==> config.mk <==
export PLATFORM = sky130hd
export DESIGN_NAME = irq_mask_ctrl
export DESIGN_NICKNAME = d
export VERILOG_FILES = /design/src/rtl/irq_mask_pkg.sv /design/src/rtl/irq_src_sync.sv /design/src/rtl/irq_mask_ctrl.sv
export SDC_FILE = /design/constraint.sdc
export NUM_CORES = 1
export LEC_CHECK = 0
export BUFFER_PORTS_ARGS = -buffer_cell sky130_fd_sc_hd__buf_2
export CAP_MARGIN = 5
export CELL_PAD_IN_SITES_DETAIL_PLACEMENT = 1
export CELL_PAD_IN_SITES_GLOBAL_PLACEMENT = 2
export CORE_UTILIZATION = 35
export CTS_CLUSTER_SIZE = 14
export DETAILED_ROUTE_END_ITERATION = 8
export PLACE_DENSITY_LB_ADDON = 0.1
export SKIP_CTS_REPAIR_TIMING = 1
export SLEW_MARGIN = 20
export SYNTH_ARGS = -nofsm -noshare
export SYNTH_HDL_FRONTEND = slang
export SYNTH_SLANG_ARGS = --single-unit
export TNS_END_PERCENT = 10
==> constraint.sdc <==
create_clock -name core_clk -period 8.85 [get_ports core_clk]
set_clock_uncertainty 0.2 [all_clocks]
set_input_delay 1.77 -clock core_clk [delete_from_list [all_inputs] [get_ports core_clk]]
set_output_delay 1.77 -clock core_clk [all_outputs]
set_load 0.03 [all_outputs]
==> src/rtl/irq_mask_pkg.sv <==
package irq_mask_pkg;

   // source layout: vector index 0 is the highest priority
   localparam int NUM_SRC      = 20;
   localparam int SRC_W        = 5;
   localparam int NUM_WAKE     = 8;
   localparam int NUM_EXT      = 4;
   localparam int NUM_INT      = 7;
   localparam int NUM_PRIO_REG = 5;

   // source index bases
   localparam logic [SRC_W-1:0] SRC_EXT_BASE  = 5'h00;
   localparam logic [SRC_W-1:0] SRC_AEC       = 5'h04;
   localparam logic [SRC_W-1:0] SRC_WAKE_BASE = 5'h05;
   localparam logic [SRC_W-1:0] SRC_INT_BASE  = 5'h0d;

   // avalon word offsets (byte address = 4 * word)
   localparam logic [3:0] OFF_LVL_A   = 4'h0;
   localparam logic [3:0] OFF_LVL_E   = 4'h4;
   localparam logic [3:0] OFF_HOLD    = 4'h5;
   localparam logic [3:0] OFF_FLAGS   = 4'h6;
   localparam logic [3:0] OFF_STATUS  = 4'h7;
   localparam logic [3:0] OFF_MASK    = 4'h8;
   localparam logic [3:0] OFF_CURRENT = 4'h9;
   localparam logic [3:0] OFF_LAST    = 4'h9;

   // field positions
   localparam int HOLD_LOW_POS  = 0;
   localparam int HOLD_HIGH_POS = 1;
   localparam int BLOCK_POS     = 7;

   // reset values
   localparam logic [7:0] LVL_RST   = 8'h00;
   localparam logic [1:0] HOLD_RST  = 2'h0;
   localparam logic       BLOCK_RST = 1'b1;

   // determination states: internal one, external pins two
   localparam int DET_INT_CYC = 1;
   localparam int DET_EXT_CYC = 2;

   localparam logic [1:0] LVL_TOP = 2'h2;

   typedef enum logic [1:0] {
      ST_IDLE,
      ST_DET,
      ST_SEND
   } fwd_state_e;

   typedef struct packed {
      logic             valid;
      logic             ext;
      logic [SRC_W-1:0] vec;
      logic [1:0]       level;
   } irq_req_s;

   typedef struct packed {
      logic       block;
      logic       hold_high;
      logic       hold_low;
   } hold_ctl_s;

endpackage : irq_mask_pkg

==> src/rtl/irq_src_sync.sv <==
`timescale 1ns/100ps
`default_nettype none
// two-flop synchroniser for the external request pins, one flop pair per pin
module irq_src_sync
   import irq_mask_pkg::*;
#(
   parameter int W = 1
) (
   // clock and reset
   input  wire logic         core_clk,
   input  wire logic         nrst,
   // pins and synchronised levels
   input  wire logic [W-1:0] pin_in,
   output logic      [W-1:0] pin_sync
);

   logic [W-1:0] meta_ff;
   logic [W-1:0] sync_ff;

   genvar g;
   generate
      for (g = 0; g < W; g++) begin : g_bit
         // first flop feeds only the second
         always_ff @(posedge core_clk) begin
            if (!nrst) begin
               meta_ff[g] <= 1'b0;
               sync_ff[g] <= 1'b0;
            end else begin
               meta_ff[g] <= pin_in[g];
               sync_ff[g] <= meta_ff[g];
            end
         end
      end
   endgenerate

   assign pin_sync = sync_ff;

endmodule // irq_src_sync
`default_nettype wire

==> src/rtl/irq_mask_ctrl.sv <==
`timescale 1ns/100ps
`default_nettype none
// How it works
// - every maskable source gets a mask level 2, 1 or 0 from its own level register field.
// - each level register holds four 2-bit fields at bits 7:6, 5:4, 3:2 and 1:0, values 0 to 3.
// - the non-maskable and address break requests bypass every level setting.
// - wake pins, external pins, the event counter pin and internal requests all have a level field.
// - a lower vector number wins over a higher one, but does not pre-empt a request already in determination or being sent.
// - priority among sources of one peripheral is fixed by its vector order.
// - while the block bit in the cpu flags is 1 no maskable request is forwarded.
// - block 0 and hold high bit 1 lets only level 2 requests through.
// - block 0, hold high 0 and hold low 1 holds only level 0 requests pending.
// - block and both hold bits at 0 accept every maskable request.
// - among requests not held the lowest vector wins, levels play no part.
// - a request reaches the cpu only after its level has been determined.
// - level determination takes one cycle for internal and two for external pin sources.
module irq_mask_ctrl
   import irq_mask_pkg::*;
(
   // clock and reset
   input  wire logic                core_clk,
   input  wire logic                nrst,
   // avalon-mm slave
   input  wire logic [3:0]          avs_address,
   input  wire logic                avs_read,
   input  wire logic                avs_write,
   input  wire logic [31:0]         avs_writedata,
   output logic      [31:0]         avs_readdata,
   output logic                     avs_waitrequest,
   // request sources
   input  wire logic [NUM_EXT-1:0]  ext_pin_req,
   input  wire logic                event_counter_pin_req,
   input  wire logic [NUM_WAKE-1:0] wake_pin_req,
   input  wire logic [NUM_INT-1:0]  periph_req,
   input  wire logic                nmi_req,
   input  wire logic                brk_req,
   // cpu side
   output logic                     cpu_irq,
   output logic [SRC_W-1:0]         cpu_vec,
   input  wire logic                cpu_ack,
   output logic                     cpu_nmi,
   output logic                     cpu_brk,
   // interrupt output of this block
   output logic                     irq_out
);

   logic [7:0]          lvl_ff [NUM_PRIO_REG];
   hold_ctl_s           hold_ff;
   logic [NUM_SRC-1:0]  raw_req;
   logic [NUM_SRC-1:0]  pin_sync;
   logic [NUM_SRC-1:0]  src_ext;
   logic [1:0]          src_lvl [NUM_SRC];
   logic [NUM_SRC-1:0]  pass;
   irq_req_s            nxt_win;
   irq_req_s            win_ff;
   fwd_state_e          st_ff;
   logic                det_cnt_ff;
   logic [2:0]          sts_ff;
   logic [2:0]          msk_ff;
   logic [2:0]          evt;
   logic [31:0]         rdata_ff;
   logic                rd_pend_ff;
   logic                wr;
   logic                sel_lvl;

   // external pins cross in through two flops; internal requests are on core_clk
   irq_src_sync #(.W(NUM_EXT + 1 + NUM_WAKE)) u_sync (
      .core_clk (core_clk),
      .nrst     (nrst),
      .pin_in   ({wake_pin_req, event_counter_pin_req, ext_pin_req}),
      .pin_sync (pin_sync[NUM_EXT+NUM_WAKE:0])
   );
   assign pin_sync[NUM_SRC-1:NUM_EXT+NUM_WAKE+1] = '0;
   assign raw_req = {periph_req, pin_sync[NUM_EXT+NUM_WAKE:0]};

   // per-source level lookup: four fields per register, 3 folds onto 2
   genvar g;
   generate
      for (g = 0; g < NUM_SRC; g++) begin : g_src
         logic [1:0] fld;
         assign fld = lvl_ff[g/4][(g%4)*2 +: 2];
         assign src_lvl[g] = (fld == 2'h3) ? LVL_TOP : fld;
         assign src_ext[g] = (g < NUM_EXT + 1 + NUM_WAKE);
         // hold decision from block and hold mode bits
         assign pass[g] = raw_req[g] && !hold_ff.block &&
                          (hold_ff.hold_high ? (src_lvl[g] == LVL_TOP) :
                           hold_ff.hold_low  ? (src_lvl[g] != 2'h0) :
                           1'b1);
      end
   endgenerate

   // fixed priority: lowest index wins, levels not consulted
   always_comb begin
      nxt_win = '0;
      for (int i = NUM_SRC - 1; i >= 0; i--) begin
         if (pass[i]) begin
            nxt_win.valid = 1'b1;
            nxt_win.vec   = SRC_W'(i);
            nxt_win.ext   = src_ext[i];
            nxt_win.level = src_lvl[i];
         end
      end
   end

   // determination and forwarding sequence; the request must still pass when sent
   always_ff @(posedge core_clk) begin
      if (!nrst) begin
         st_ff      <= ST_IDLE;
         win_ff     <= '0;
         det_cnt_ff <= 1'b0;
      end else begin
         case (st_ff)
            ST_IDLE: begin
               if (nxt_win.valid) begin
                  win_ff     <= nxt_win;
                  det_cnt_ff <= nxt_win.ext;
                  st_ff      <= ST_DET;
               end
            end
            ST_DET: begin
               if (!pass[win_ff.vec]) begin
                  st_ff <= ST_IDLE;                                        // dropped or now held
               end else if (det_cnt_ff) begin
                  det_cnt_ff <= 1'b0;                                      // second external state
               end else begin
                  st_ff <= ST_SEND;
               end
            end
            ST_SEND: begin
               if (cpu_ack || !pass[win_ff.vec]) begin
                  st_ff <= ST_IDLE;
               end
            end
            default: st_ff <= ST_IDLE;
         endcase
      end
   end

   assign cpu_irq = (st_ff == ST_SEND) && pass[win_ff.vec];
   assign cpu_vec = win_ff.vec;
   // non-maskable paths ignore levels and hold bits
   assign cpu_nmi = nmi_req;
   assign cpu_brk = brk_req;

   // events: request forwarded, request acked, maskable request held pending
   assign evt[0] = cpu_irq;
   assign evt[1] = cpu_irq && cpu_ack;
   assign evt[2] = |(raw_req & ~pass);

   assign wr      = avs_write && !rd_pend_ff;
   assign sel_lvl = (avs_address <= OFF_LVL_E);

   // level registers
   always_ff @(posedge core_clk) begin
      if (!nrst) begin
         for (int i = 0; i < NUM_PRIO_REG; i++) lvl_ff[i] <= LVL_RST;
      end else if (wr && sel_lvl) begin
         lvl_ff[avs_address[2:0]] <= avs_writedata[7:0];
      end
   end

   // hold mode and block bit; block resets set so nothing leaks out before setup
   always_ff @(posedge core_clk) begin
      if (!nrst) begin
         hold_ff <= {BLOCK_RST, HOLD_RST};
      end else if (wr && avs_address == OFF_HOLD) begin
         hold_ff.hold_high <= avs_writedata[HOLD_HIGH_POS];
         hold_ff.hold_low  <= avs_writedata[HOLD_LOW_POS];
      end else if (wr && avs_address == OFF_FLAGS) begin
         hold_ff.block <= avs_writedata[BLOCK_POS];
      end
   end

   // sticky status: set beats a write-one clear in the same cycle
   always_ff @(posedge core_clk) begin
      if (!nrst) begin
         sts_ff <= '0;
         msk_ff <= '0;
      end else begin
         sts_ff <= (sts_ff & ~((wr && avs_address == OFF_STATUS) ? avs_writedata[2:0] : 3'h0)) | evt;
         if (wr && avs_address == OFF_MASK) msk_ff <= avs_writedata[2:0];
      end
   end
   assign irq_out = |(sts_ff & msk_ff);

   // reads take one wait cycle so data come from a flop
   always_ff @(posedge core_clk) begin
      if (!nrst) begin
         rd_pend_ff <= 1'b0;
         rdata_ff   <= '0;
      end else begin
         rd_pend_ff <= avs_read && !rd_pend_ff;
         if (avs_read && !rd_pend_ff) begin
            if (sel_lvl)                          rdata_ff <= {24'h0, lvl_ff[avs_address[2:0]]};
            else if (avs_address == OFF_HOLD)     rdata_ff <= {30'h0, hold_ff.hold_high, hold_ff.hold_low};
            else if (avs_address == OFF_FLAGS)    rdata_ff <= {24'h0, hold_ff.block, 7'h0};
            else if (avs_address == OFF_STATUS)   rdata_ff <= {29'h0, sts_ff};
            else if (avs_address == OFF_MASK)     rdata_ff <= {29'h0, msk_ff};
            else if (avs_address == OFF_CURRENT)  rdata_ff <= {22'h0, cpu_irq, win_ff.level, win_ff.ext, 1'b0, win_ff.vec};
            else                                  rdata_ff <= '0;
         end
      end
   end

   assign avs_readdata    = rdata_ff;
   assign avs_waitrequest = avs_read && !rd_pend_ff;

endmodule // irq_mask_ctrl
`default_nettype wire

==> reports/metrics.cfg, run 1 <==
[run_status]
status = complete, no violations

[power]
pwr-share-comb_pct = 9.6
switchingPower_uw = 281
netSwitchingFraction_pct = 28.1
p_int_uw = 719
powerDensity_nw_per_um2 = 159
seq_power_share_pct = 50.0
clockPowerShare_pct = 40.4
peakVddDrop_mv = 0.116
leakagePower_uw = 0.00244

[logic_synthesis]
avgSynthCellArea_um2 = 9.57
yosys_most_used_dff = dfxtp_1
yosys_register_bits = 97
synthesis.instances = 590
netlist-cell-type-count = 72
yosysSeqAreaShare_pct = 41.5
synth_area_um2 = 5650
async_flop_share_pct = 0
synth_edf_count = 40
yosys_warnings = 0

[critical_path]
critPathTopFamily = multiplexers
crit_type = input pin to output port
critPathLaunchType = input pin
reg2reg_from = hold_ff[1]$_SDFFE_PN0P_
worst_path_largest_cell_delay_ns = 0.58
cp_max_fo = 7
reg2reg_depth = 7
crit_path_end_kind = output port
crit_chain = buf_2, o2111ai_1, mux4_2, mux4_2, o22ai_2, and2_1, buf_2
rrSetupSlack_ns = 5.02
r2r_end = cpu_vec[3]$_SDFFE_PN0P_
critical_path_buf_inv_count = 2
arrival_ns = 4.08
slowest_stage = mux4_2
required_ns = 6.88

[route]
vias = 4775
via_per_inst = 5.65
ant_nets = 0
drt_iter0_markers = 298
first_pass_iters = 4
routed_wl_mm = 19.1
drc_errors = 0
avgRoutedWirePerCell_um = 22.6

[die]
chipHeight_um = 129
die-area_um2 = 16700
io_pins = 105
initial_core_util_pct = 35.7
core_area_um2 = 15800
chipWidth_um = 129
rows = 46

[timing]
fin_crit_sh_pct = 68.4
slew_headroom_pct = 37.3
fmax_mhz = 165
tns_ns = 0
setup_violations = 0
timing_hold_violations_final = 0
grt_setup_unrepaired = no
worst_pin_slew_ns = 0.932
min_period_ns = 6.05
drv_slew = 0

[cells_and_area]
mostFrequentLayoutCells = and2_1, dfxtp_1, buf_2
diodes = 0
n_fill_cell = 1837
layout-drive-gt1-share_pct = 15.7
syn2layout_area_growth_pct = 11.0
final_common_cell = and2_1
stdcell_count = 845
final_nets = 687

[clocking]
cts.sinks = 97
cts_max_level = 3
cts_buffer_depth = 2
cts_tree = yes
cts_buffers = 9
clkTransAtPathRegs_ns = 0.08
clk_latency_ns = 0.37
clockRootBuffer = clkbuf_16

[job]
max_cap_viol_count = 0

[place]
io_buffers = 54
hpwl_mm = 14.6
dp.cells = 829
gp_congestion = 0.901

[hold_path]
hold_start = u_sync.meta_ff[10]$_SDFF_PN0_
min_path_cells = 1
hold_class = flip-flop to flip-flop
whs_endpoint = u_sync.pin_sync[10]$_SDFF_PN0_

[global_routing]
grt_max_degree = 47
grt_pass1_wl_mm = 29.0
antenna_found_initial = 0
gr-usage-all-layers_pct = 24.3
grt_overflow = 0
first_global_vias = 4837

worst max-delay path by stage:
stage / startpoint / end / slack, ns / depth (start not counted)
after floorplan: periph_req[0] / cpu_irq / 3.30 / 6
after global placement: periph_req[1] / cpu_irq / 2.84 / 7
after detailed placement: periph_req[1] / cpu_irq / 2.81 / 7
after CTS: periph_req[1] / cpu_irq / 2.80 / 7
after global routing: periph_req[1] / cpu_irq / 2.70 / 7
final: periph_req[1] / cpu_irq / 2.80 / 7
layer usage:
layer / vias up / part of all wire, % / global-route usage, %
met5: - / 0 / 0
met4: 0 / 1.8 / 7.89
met3: 22 / 5.4 / 4.25
met2: 151 / 47 / 39.7
met1: 2405 / 45 / 32.7
li1: 2197 / - / -
power by group through the flow:
stage | logic, uW | registers, uW | clock network, uW
after floorplan | 72.4 | 502 | 0
after global placement | 93.8 | 509 | 0
after detailed placement | 95.4 | 510 | 0
after CTS | 95.8 | 499 | 414
after global routing | 104 | 502 | 432
final | 95.6 | 500 | 404
cells by family (layout without fill, tap and decap cells):
group	Yosys count	after routing	synth area share (%)
AOI/OAI and AO/OA	116	116	15.0
buffers and inverters	72	90	7.02
DFF	97	97	41.5
muxes	29	29	8.24
other	1	22	0.0664
and+or+nand+nor	275	275	28.2
flip-flops by register name (all words and copies together) (netlist names):
| register | cells |
|---|---|
| sts_ff | 3 |
| lvl_ff | 40 |
| msk_ff | 3 |
| u_sync.meta_ff | 13 |
| hold_ff | 3 |
| rd_pend_ff | 1 |
| win_ff | 3 |
| avs_readdata | 10 |
| det_cnt_ff | 1 |
| st_ff | 2 |
| cpu_vec | 5 |
| u_sync.pin_sync | 13 |
final cells by class:
type                       count  area [um2]  area share [%]
multi-input combinational    442        3010            47.9
timing repair buffer          56         285            4.55
tap                          216         270            4.31
sequential                    97        2340            37.4
clock buffer                  10         239            3.81
inverter                      18        67.6            1.08
clock inverter                 6        60.1           0.958
through the flow:
step | util, % | worst slack, ns | hold WS, ns | power, uW | instance area, um2
floorplan | - | 3.30 | 0.212 | 574 | 5730
global placement | 37.6 | 2.84 | 0.219 | 603 | 5950
detailed placement | 37.6 | 2.81 | 0.224 | 605 | 5950
CTS | 39.5 | 2.80 | 0.245 | 1010 | 6250
global route | 39.6 | 2.70 | 0.262 | 1040 | 6270
finish | 39.6 | 2.80 | 0.239 | 1000 | 6270
synthesized netlist by cell type, types with 3 or more instances:
cell / count / area share, %
and2_1: 70 / 7.8
dfxtp_1: 57 / 20
nand2_1: 41 / 2.7
edfxtp_1: 40 / 21
nor2_1: 37 / 2.5
buf_4: 30 / 4.0
a21oi_1: 23 / 2.0
nand2b_1: 23 / 2.5
nand3_1: 18 / 1.6
clkbuf_1: 17 / 1.1
inv_1: 15 / 1.0
mux2i_1: 15 / 2.7
mux4_2: 14 / 5.6
nor2b_1: 13 / 1.4
or3b_1: 12 / 1.9
a22oi_1: 11 / 1.5
o21ai_0: 11 / 0.97
o22ai_1: 11 / 1.2
nor3_1: 10 / 0.89
nor3b_1: 10 / 1.3
o2111ai_1: 8 / 1.2
nand4_1: 6 / 0.66
a222oi_1: 5 / 0.89
buf_2: 5 / 0.44
nand3b_1: 5 / 0.66
a211oi_1: 4 / 0.53
a21o_1: 4 / 0.53
a31oi_1: 4 / 0.44
and4_1: 4 / 0.62
inv_2: 3 / 0.20
nor4_1: 3 / 0.33
nor4b_1: 3 / 0.47
o211ai_1: 3 / 0.40
or4_1: 3 / 0.40
(Power assumes the default switching activity.)
==> run 2: changes to the inputs <==
--- a/config.mk
+++ b/config.mk
@@ -9,7 +9,7 @@
 export CAP_MARGIN = 5
 export CELL_PAD_IN_SITES_DETAIL_PLACEMENT = 1
 export CELL_PAD_IN_SITES_GLOBAL_PLACEMENT = 2
-export CORE_UTILIZATION = 35
+export CORE_UTILIZATION = 31
 export CTS_CLUSTER_SIZE = 14
 export DETAILED_ROUTE_END_ITERATION = 8
 export PLACE_DENSITY_LB_ADDON = 0.1
==> constraint.sdc (replaced) <==
create_clock -name core_clk -period 5.4 [get_ports core_clk]
set_clock_uncertainty 0.2 [all_clocks]
set_input_delay 1.08 -clock core_clk [delete_from_list [all_inputs] [get_ports core_clk]]
set_output_delay 1.08 -clock core_clk [all_outputs]
set_load 0.03 [all_outputs]
==> run 2 against run 1 <==
  * Worst hold slack gained 0.0011 ns
  * Cell area grew 0.80%
  * Count of clock-buffer cells in the layout shrank 1
  * Sequential power grew 64%
  * Critical path depth is the same
  * Via count shrank 1.9%
  * Worst setup slack lost 2.1 ns
  * Combinational power grew 64%
  * Total power grew 64%
  * Highest routed layer unchanged
==> reports/metrics.cfg, run 2 (synthesis gave the netlist of run 1 again) <==
[cells_and_area]
n_fill_cell = 2042
diodes = 0
layout-drive-gt1-share_pct = 16.8
multi_input_area_um2 = 3000
mostFrequentLayoutCells = and2_1, dfxtp_1, buf_2
final_nets = 694
final_common_cell = and2_1
regArea_um2 = 2340
syn2layout_area_growth_pct = 11.9
top_register = lvl_ff
largest_register_ffs = 40

[timing]
hold-worst-slack_ns = 0.240
worst_slack_ns = 0.731
worst_pin_slew_ns = 1.11
setup_violations = 0
timing_hold_violations_final = 0
fin_crit_sh_pct = 86.5
drv_slew = 0
grt_setup_unrepaired = no
slew_headroom_pct = 25.4
min_period_ns = 4.67
fmax_mhz = 214
tns_ns = 0

[global_routing]
grt_pass1_wl_mm = 29.2
grt_max_degree = 46
grt_overflow = 0
first_global_vias = 4652
antenna_found_initial = 0
gr-usage-all-layers_pct = 22.0

[route]
drt_iter0_markers = 370
vias = 4685
routed_wl_mm = 19.7
ant_nets = 0
avgRoutedWirePerCell_um = 22.8
via_per_inst = 5.44
drc_errors = 0
first_pass_iters = 5

[power]
leakagePower_uw = 0.00247
powerDensity_nw_per_um2 = 259
totalPowerFinal_uw = 1640
netSwitchingFraction_pct = 28.6
pwr-share-comb_pct = 9.6
clockPowerShare_pct = 40.3
p_int_uw = 1170
peakVddDrop_mv = 0.168
seq_power_share_pct = 50.1
switchingPower_uw = 468

[die]
die-area_um2 = 18800
chipWidth_um = 137
rows = 48
initial_core_util_pct = 32.2
io_pins = 105
core_area_um2 = 17500
chipHeight_um = 137

[critical_path]
r2r_end = win_ff[0]$_SDFFE_PN0P_
critPathLaunchType = flip-flop
startpoint = hold_ff[0]$_SDFFE_PN0P_
crit_type = flip-flop to output port
rrSetupSlack_ns = 1.82
required_ns = 4.12
reg2reg_depth = 7
crit_path_end_kind = output port
reg2reg_from = hold_ff[0]$_SDFFE_PN0P_
cp_max_fo = 22
arrival_ns = 3.39

[place]
gp_congestion = 0.910
place_ws_ns = 0.824
hpwl_mm = 15.1
io_buffers = 54

[clocking]
clk_latency_ns = 0.37
cts_max_level = 3
clockRootBuffer = clkbuf_16
clkTransAtPathRegs_ns = 0.08
cts_buffer_depth = 2
cts.sinks = 97
cts_tree = yes
cts_buffers = 9

[hold_path]
hold_start = u_sync.meta_ff[6]$_SDFF_PN0_
whs_endpoint = u_sync.pin_sync[6]$_SDFF_PN0_
min_path_cells = 1
hold_class = flip-flop to flip-flop

[job]
max_cap_viol_count = 0

[run_status]
status = complete, no violations

-- run 2: cell count changes in the layout (fill, tap and decap cells not counted) --
| cell | delta |
|---|---|
| o21ai_1 | -1 |
| buf_4 | +7 |
| inv_8 | +1 |
| o21ai_0 | +1 |
| a311oi_4 | -1 |
| clkbuf_8 | -1 |
| clkinv_1 | -1 |
| clkinv_4 | -1 |
| clkinvlp_4 | +1 |
| clkinv_2 | +1 |
| a311oi_2 | +1 |
-- run 2: per-layer routing --
| layer | track usage, % | vias to the layer above | wire (um) |
|---|---|---|---|
| li1 | - | 2214 | - |
| met1 | 30.3 | 2350 | 9440 |
| met2 | 35.2 | 104 | 9190 |
| met3 | 4.33 | 17 | 783 |
| met4 | 5.37 | 0 | 246 |
| met5 | 0 | - | 0 |
-- run 2: power groups by stage --
stage          combinational, uW  sequential [uW]  clock, uW
2_1_floorplan                119              822          0
3_3_place_gp                 156              836          0
3_5_place_dp                 158              836          0
4_1_cts                      158              820        681
5_1_grt                      171              823        706
6_report                     157              820        660
-- run 2: per-stage QoR --
stage,instance area [um2],util [%],instances
2_1_floorplan,5730,-,611
3_3_place_gp,6020,34.3,845
3_5_place_dp,6020,34.3,845
4_1_cts,6310,36.0,861
5_1_grt,6320,36.0,861
6_report,6320,36.0,861
-- run 2: how the worst max path moves through the flow --
stage               to  slack (ns)
2_1_floorplan  cpu_irq        1.23
3_3_place_gp   cpu_irq        0.87
3_5_place_dp   cpu_irq        0.82
4_1_cts        cpu_irq        0.74
5_1_grt        cpu_irq        0.59
6_report       cpu_irq        0.73
-- run 2: cell type report --
class                   instances  share of cell area, %
clock buffers                   9                   3.56
clock inverters                 7                   1.13
flip-flops and latches         97                   37.1
inverters                      18                   1.07
well taps                     225                   4.45
multi-input cells             442                   47.4
repair buffers                 63                   5.34
-- run 2: critical path: stages (launching register included) --
cell and delay [ns]:
dfxtp_1 0.60, nor3b_1 0.30, or3_1 0.45, mux4_2 0.48
mux4_2 0.50, o22ai_2 0.24, and2_1 0.23, buf_2 0.22
==> run 3: changes to the inputs <==
--- a/config.mk
+++ b/config.mk
@@ -9,7 +9,8 @@
 export CAP_MARGIN = 5
 export CELL_PAD_IN_SITES_DETAIL_PLACEMENT = 1
 export CELL_PAD_IN_SITES_GLOBAL_PLACEMENT = 2
-export CORE_UTILIZATION = 31
+export CORE_UTILIZATION = 32
+export CTS_BUF_LIST = sky130_fd_sc_hd__clkbuf_4 sky130_fd_sc_hd__clkbuf_8
 export CTS_CLUSTER_SIZE = 14
 export DETAILED_ROUTE_END_ITERATION = 8
 export PLACE_DENSITY_LB_ADDON = 0.1
==> run 3 against run 2 <==
  * Die area down 3.1%
  * Critical path type unchanged
  * Utilization down 0.20 points
  * Worst hold slack improved by 0.0045 ns
  * Global-route usage is 0.52 points higher
  * Clock power shrank 29%
  * Critical endpoint unchanged
  * Fmax shrank 0.33%
  * Sequential share of layout area rose by 0.73 points
  * First-iteration DRC count fell by 15%
  * Critical path depth unchanged
==> reports/metrics.cfg, run 3 (synthesis gave the netlist of run 1 again) <==
[run_status]
status = complete, no violations

[timing]
worst_pin_slew_ns = 1.09
hold-worst-slack_ns = 0.244
fin_crit_sh_pct = 86.8
setup_violations = 0
timing_hold_violations_final = 0
drv_slew = 0
fmax_mhz = 213
min_period_ns = 4.68
slew_headroom_pct = 26.6
grt_setup_unrepaired = no
tns_ns = 0

[route]
vias = 4773
ant_nets = 0
dr_wl_met2_mm = 9.01
via_per_inst = 5.54
wl_met1_mm = 9.26
met3_length_mm = 1.13
avgRoutedWirePerCell_um = 22.8
routed_wl_mm = 19.6
first_pass_iters = 5
drt_iter0_markers = 314
drc_errors = 0
dr.max_layer_used = met4

[job]
max_cap_viol_count = 0

[critical_path]
required_ns = 4.12
slowest_stage = dfxtp_1
crit_top_cell = mux4_2
arrival_ns = 3.40
cp_max_fo = 22
crit_type = flip-flop to output port
critPathLaunchType = flip-flop
critPathTopFamily = simple AND/OR/NAND/NOR gates
worst_path_largest_cell_delay_ns = 0.57
critical_path_buf_inv_count = 1
crit_chain = nor3b_1, or3_1, mux4_2, mux4_2, o22ai_2, and2_1, buf_2
crit_path_end_kind = output port

[cells_and_area]
final_common_cell = and2_1
mostFrequentLayoutCells = and2_1, dfxtp_1, buf_2
syn2layout_area_growth_pct = 9.75
final_nets = 694
diodes = 0
top_register = lvl_ff
layout-drive-gt1-share_pct = 16.7
largest_register_ffs = 40

[die]
core_area_um2 = 17300
chipWidth_um = 135
chipHeight_um = 135
die-area_um2 = 18200
rows = 48
initial_core_util_pct = 32.7
io_pins = 105

[global_routing]
gr-usage-all-layers_pct = 22.5
first_global_vias = 4696
grt_max_degree = 46
antenna_found_initial = 0
grt_pass1_wl_mm = 29.8
grt_overflow = 0

[place]
gp_congestion = 0.867
io_buffers = 54
hpwl_mm = 15.0

[power]
powerDensity_nw_per_um2 = 234
leakagePower_uw = 0.00241
peakVddDrop_mv = 0.128

[clocking]
cts_tree = yes
cts.sinks = 97
clockRootBuffer = clkbuf_8
cts_buffer_depth = 2
clk_latency_ns = 0.39
cts_buffers = 9
clkTransAtPathRegs_ns = 0.10
cts_max_level = 3

[hold_path]
hold_class = flip-flop to flip-flop

[run 3: cell types whose count changed in the layout (fill, tap and decap cells not counted), sizes merged]
cell | previous run | this run
clkinvlp | 1 | 2
clkbuf | 9 | 10
clkinv | 2 | 0
[run 3: layout make-up]
cell class / count / area [um2]
inverters: 18 / 67.6
repair buffers: 63 / 338
well taps: 225 / 282
clock inverters: 6 / 50.0
fillers: 2009 / 11100
flip-flops and latches: 97 / 2340
clock buffers: 10 / 131
multi-input cells: 442 / 2990
[run 3: where the power goes]
part           internal, uW  total (uW)  switching, uW
clock                   180         471            291
sequential              789         821           32.2
combinational          52.6         157            105
[run 3: metal layers]
metal | GRT usage, % | vias up
met1 | 31.6 | 2391
met4 | 5.12 | 0
met3 | 4.09 | 15
li1 | - | 2211
met2 | 36.0 | 156
met5 | 0 | -
[run 3: worst reg2reg max path, delay by kind of cell, from the launching register on]
| kind | cells | cell delay (ns) |
|---|---|---|
| AND/OR/NAND/NOR | 2 | 0.83 |
| multiplexers | 1 | 0.27 |
| AO/OA/AOI/OAI | 3 | 1.18 |
| buffers and inverters | 1 | 0.17 |
| flip-flops | 1 | 0.84 |
[run 3: final timing paths]
| path | startpoint | to | slack [ns] | cells after the start |
|---|---|---|---|---|
| worst min-delay path | u_sync.meta_ff[10]$_SDFF_PN0_ | u_sync.pin_sync[10]$_SDFF_PN0_ | 0.24 | 1 |
| worst min register to register | u_sync.meta_ff[10]$_SDFF_PN0_ | u_sync.pin_sync[10]$_SDFF_PN0_ | 0.24 | 1 |
| worst max-delay path | hold_ff[0]$_SDFFE_PN0P_ | cpu_irq | 0.72 | 7 |
| worst max register to register | hold_ff[0]$_SDFFE_PN0P_ | win_ff[0]$_SDFFE_PN0P_ | 1.79 | 7 |
[run 3: metrics by stage]
| stage | util (%) | setup WS [ns] | cells | instance area (um2) | total power, uW |
|---|---|---|---|---|---|
| 2_1_floorplan | - | 1.23 | 611 | 5730 | 941 |
| 3_3_place_gp | 34.8 | 0.795 | 845 | 6020 | 991 |
| 3_5_place_dp | 34.8 | 0.767 | 845 | 6020 | 995 |
| 4_1_cts | 35.8 | 0.647 | 861 | 6200 | 1460 |
| 5_1_grt | 35.8 | 0.577 | 861 | 6200 | 1510 |
| 6_report | 35.8 | 0.715 | 861 | 6200 | 1450 |
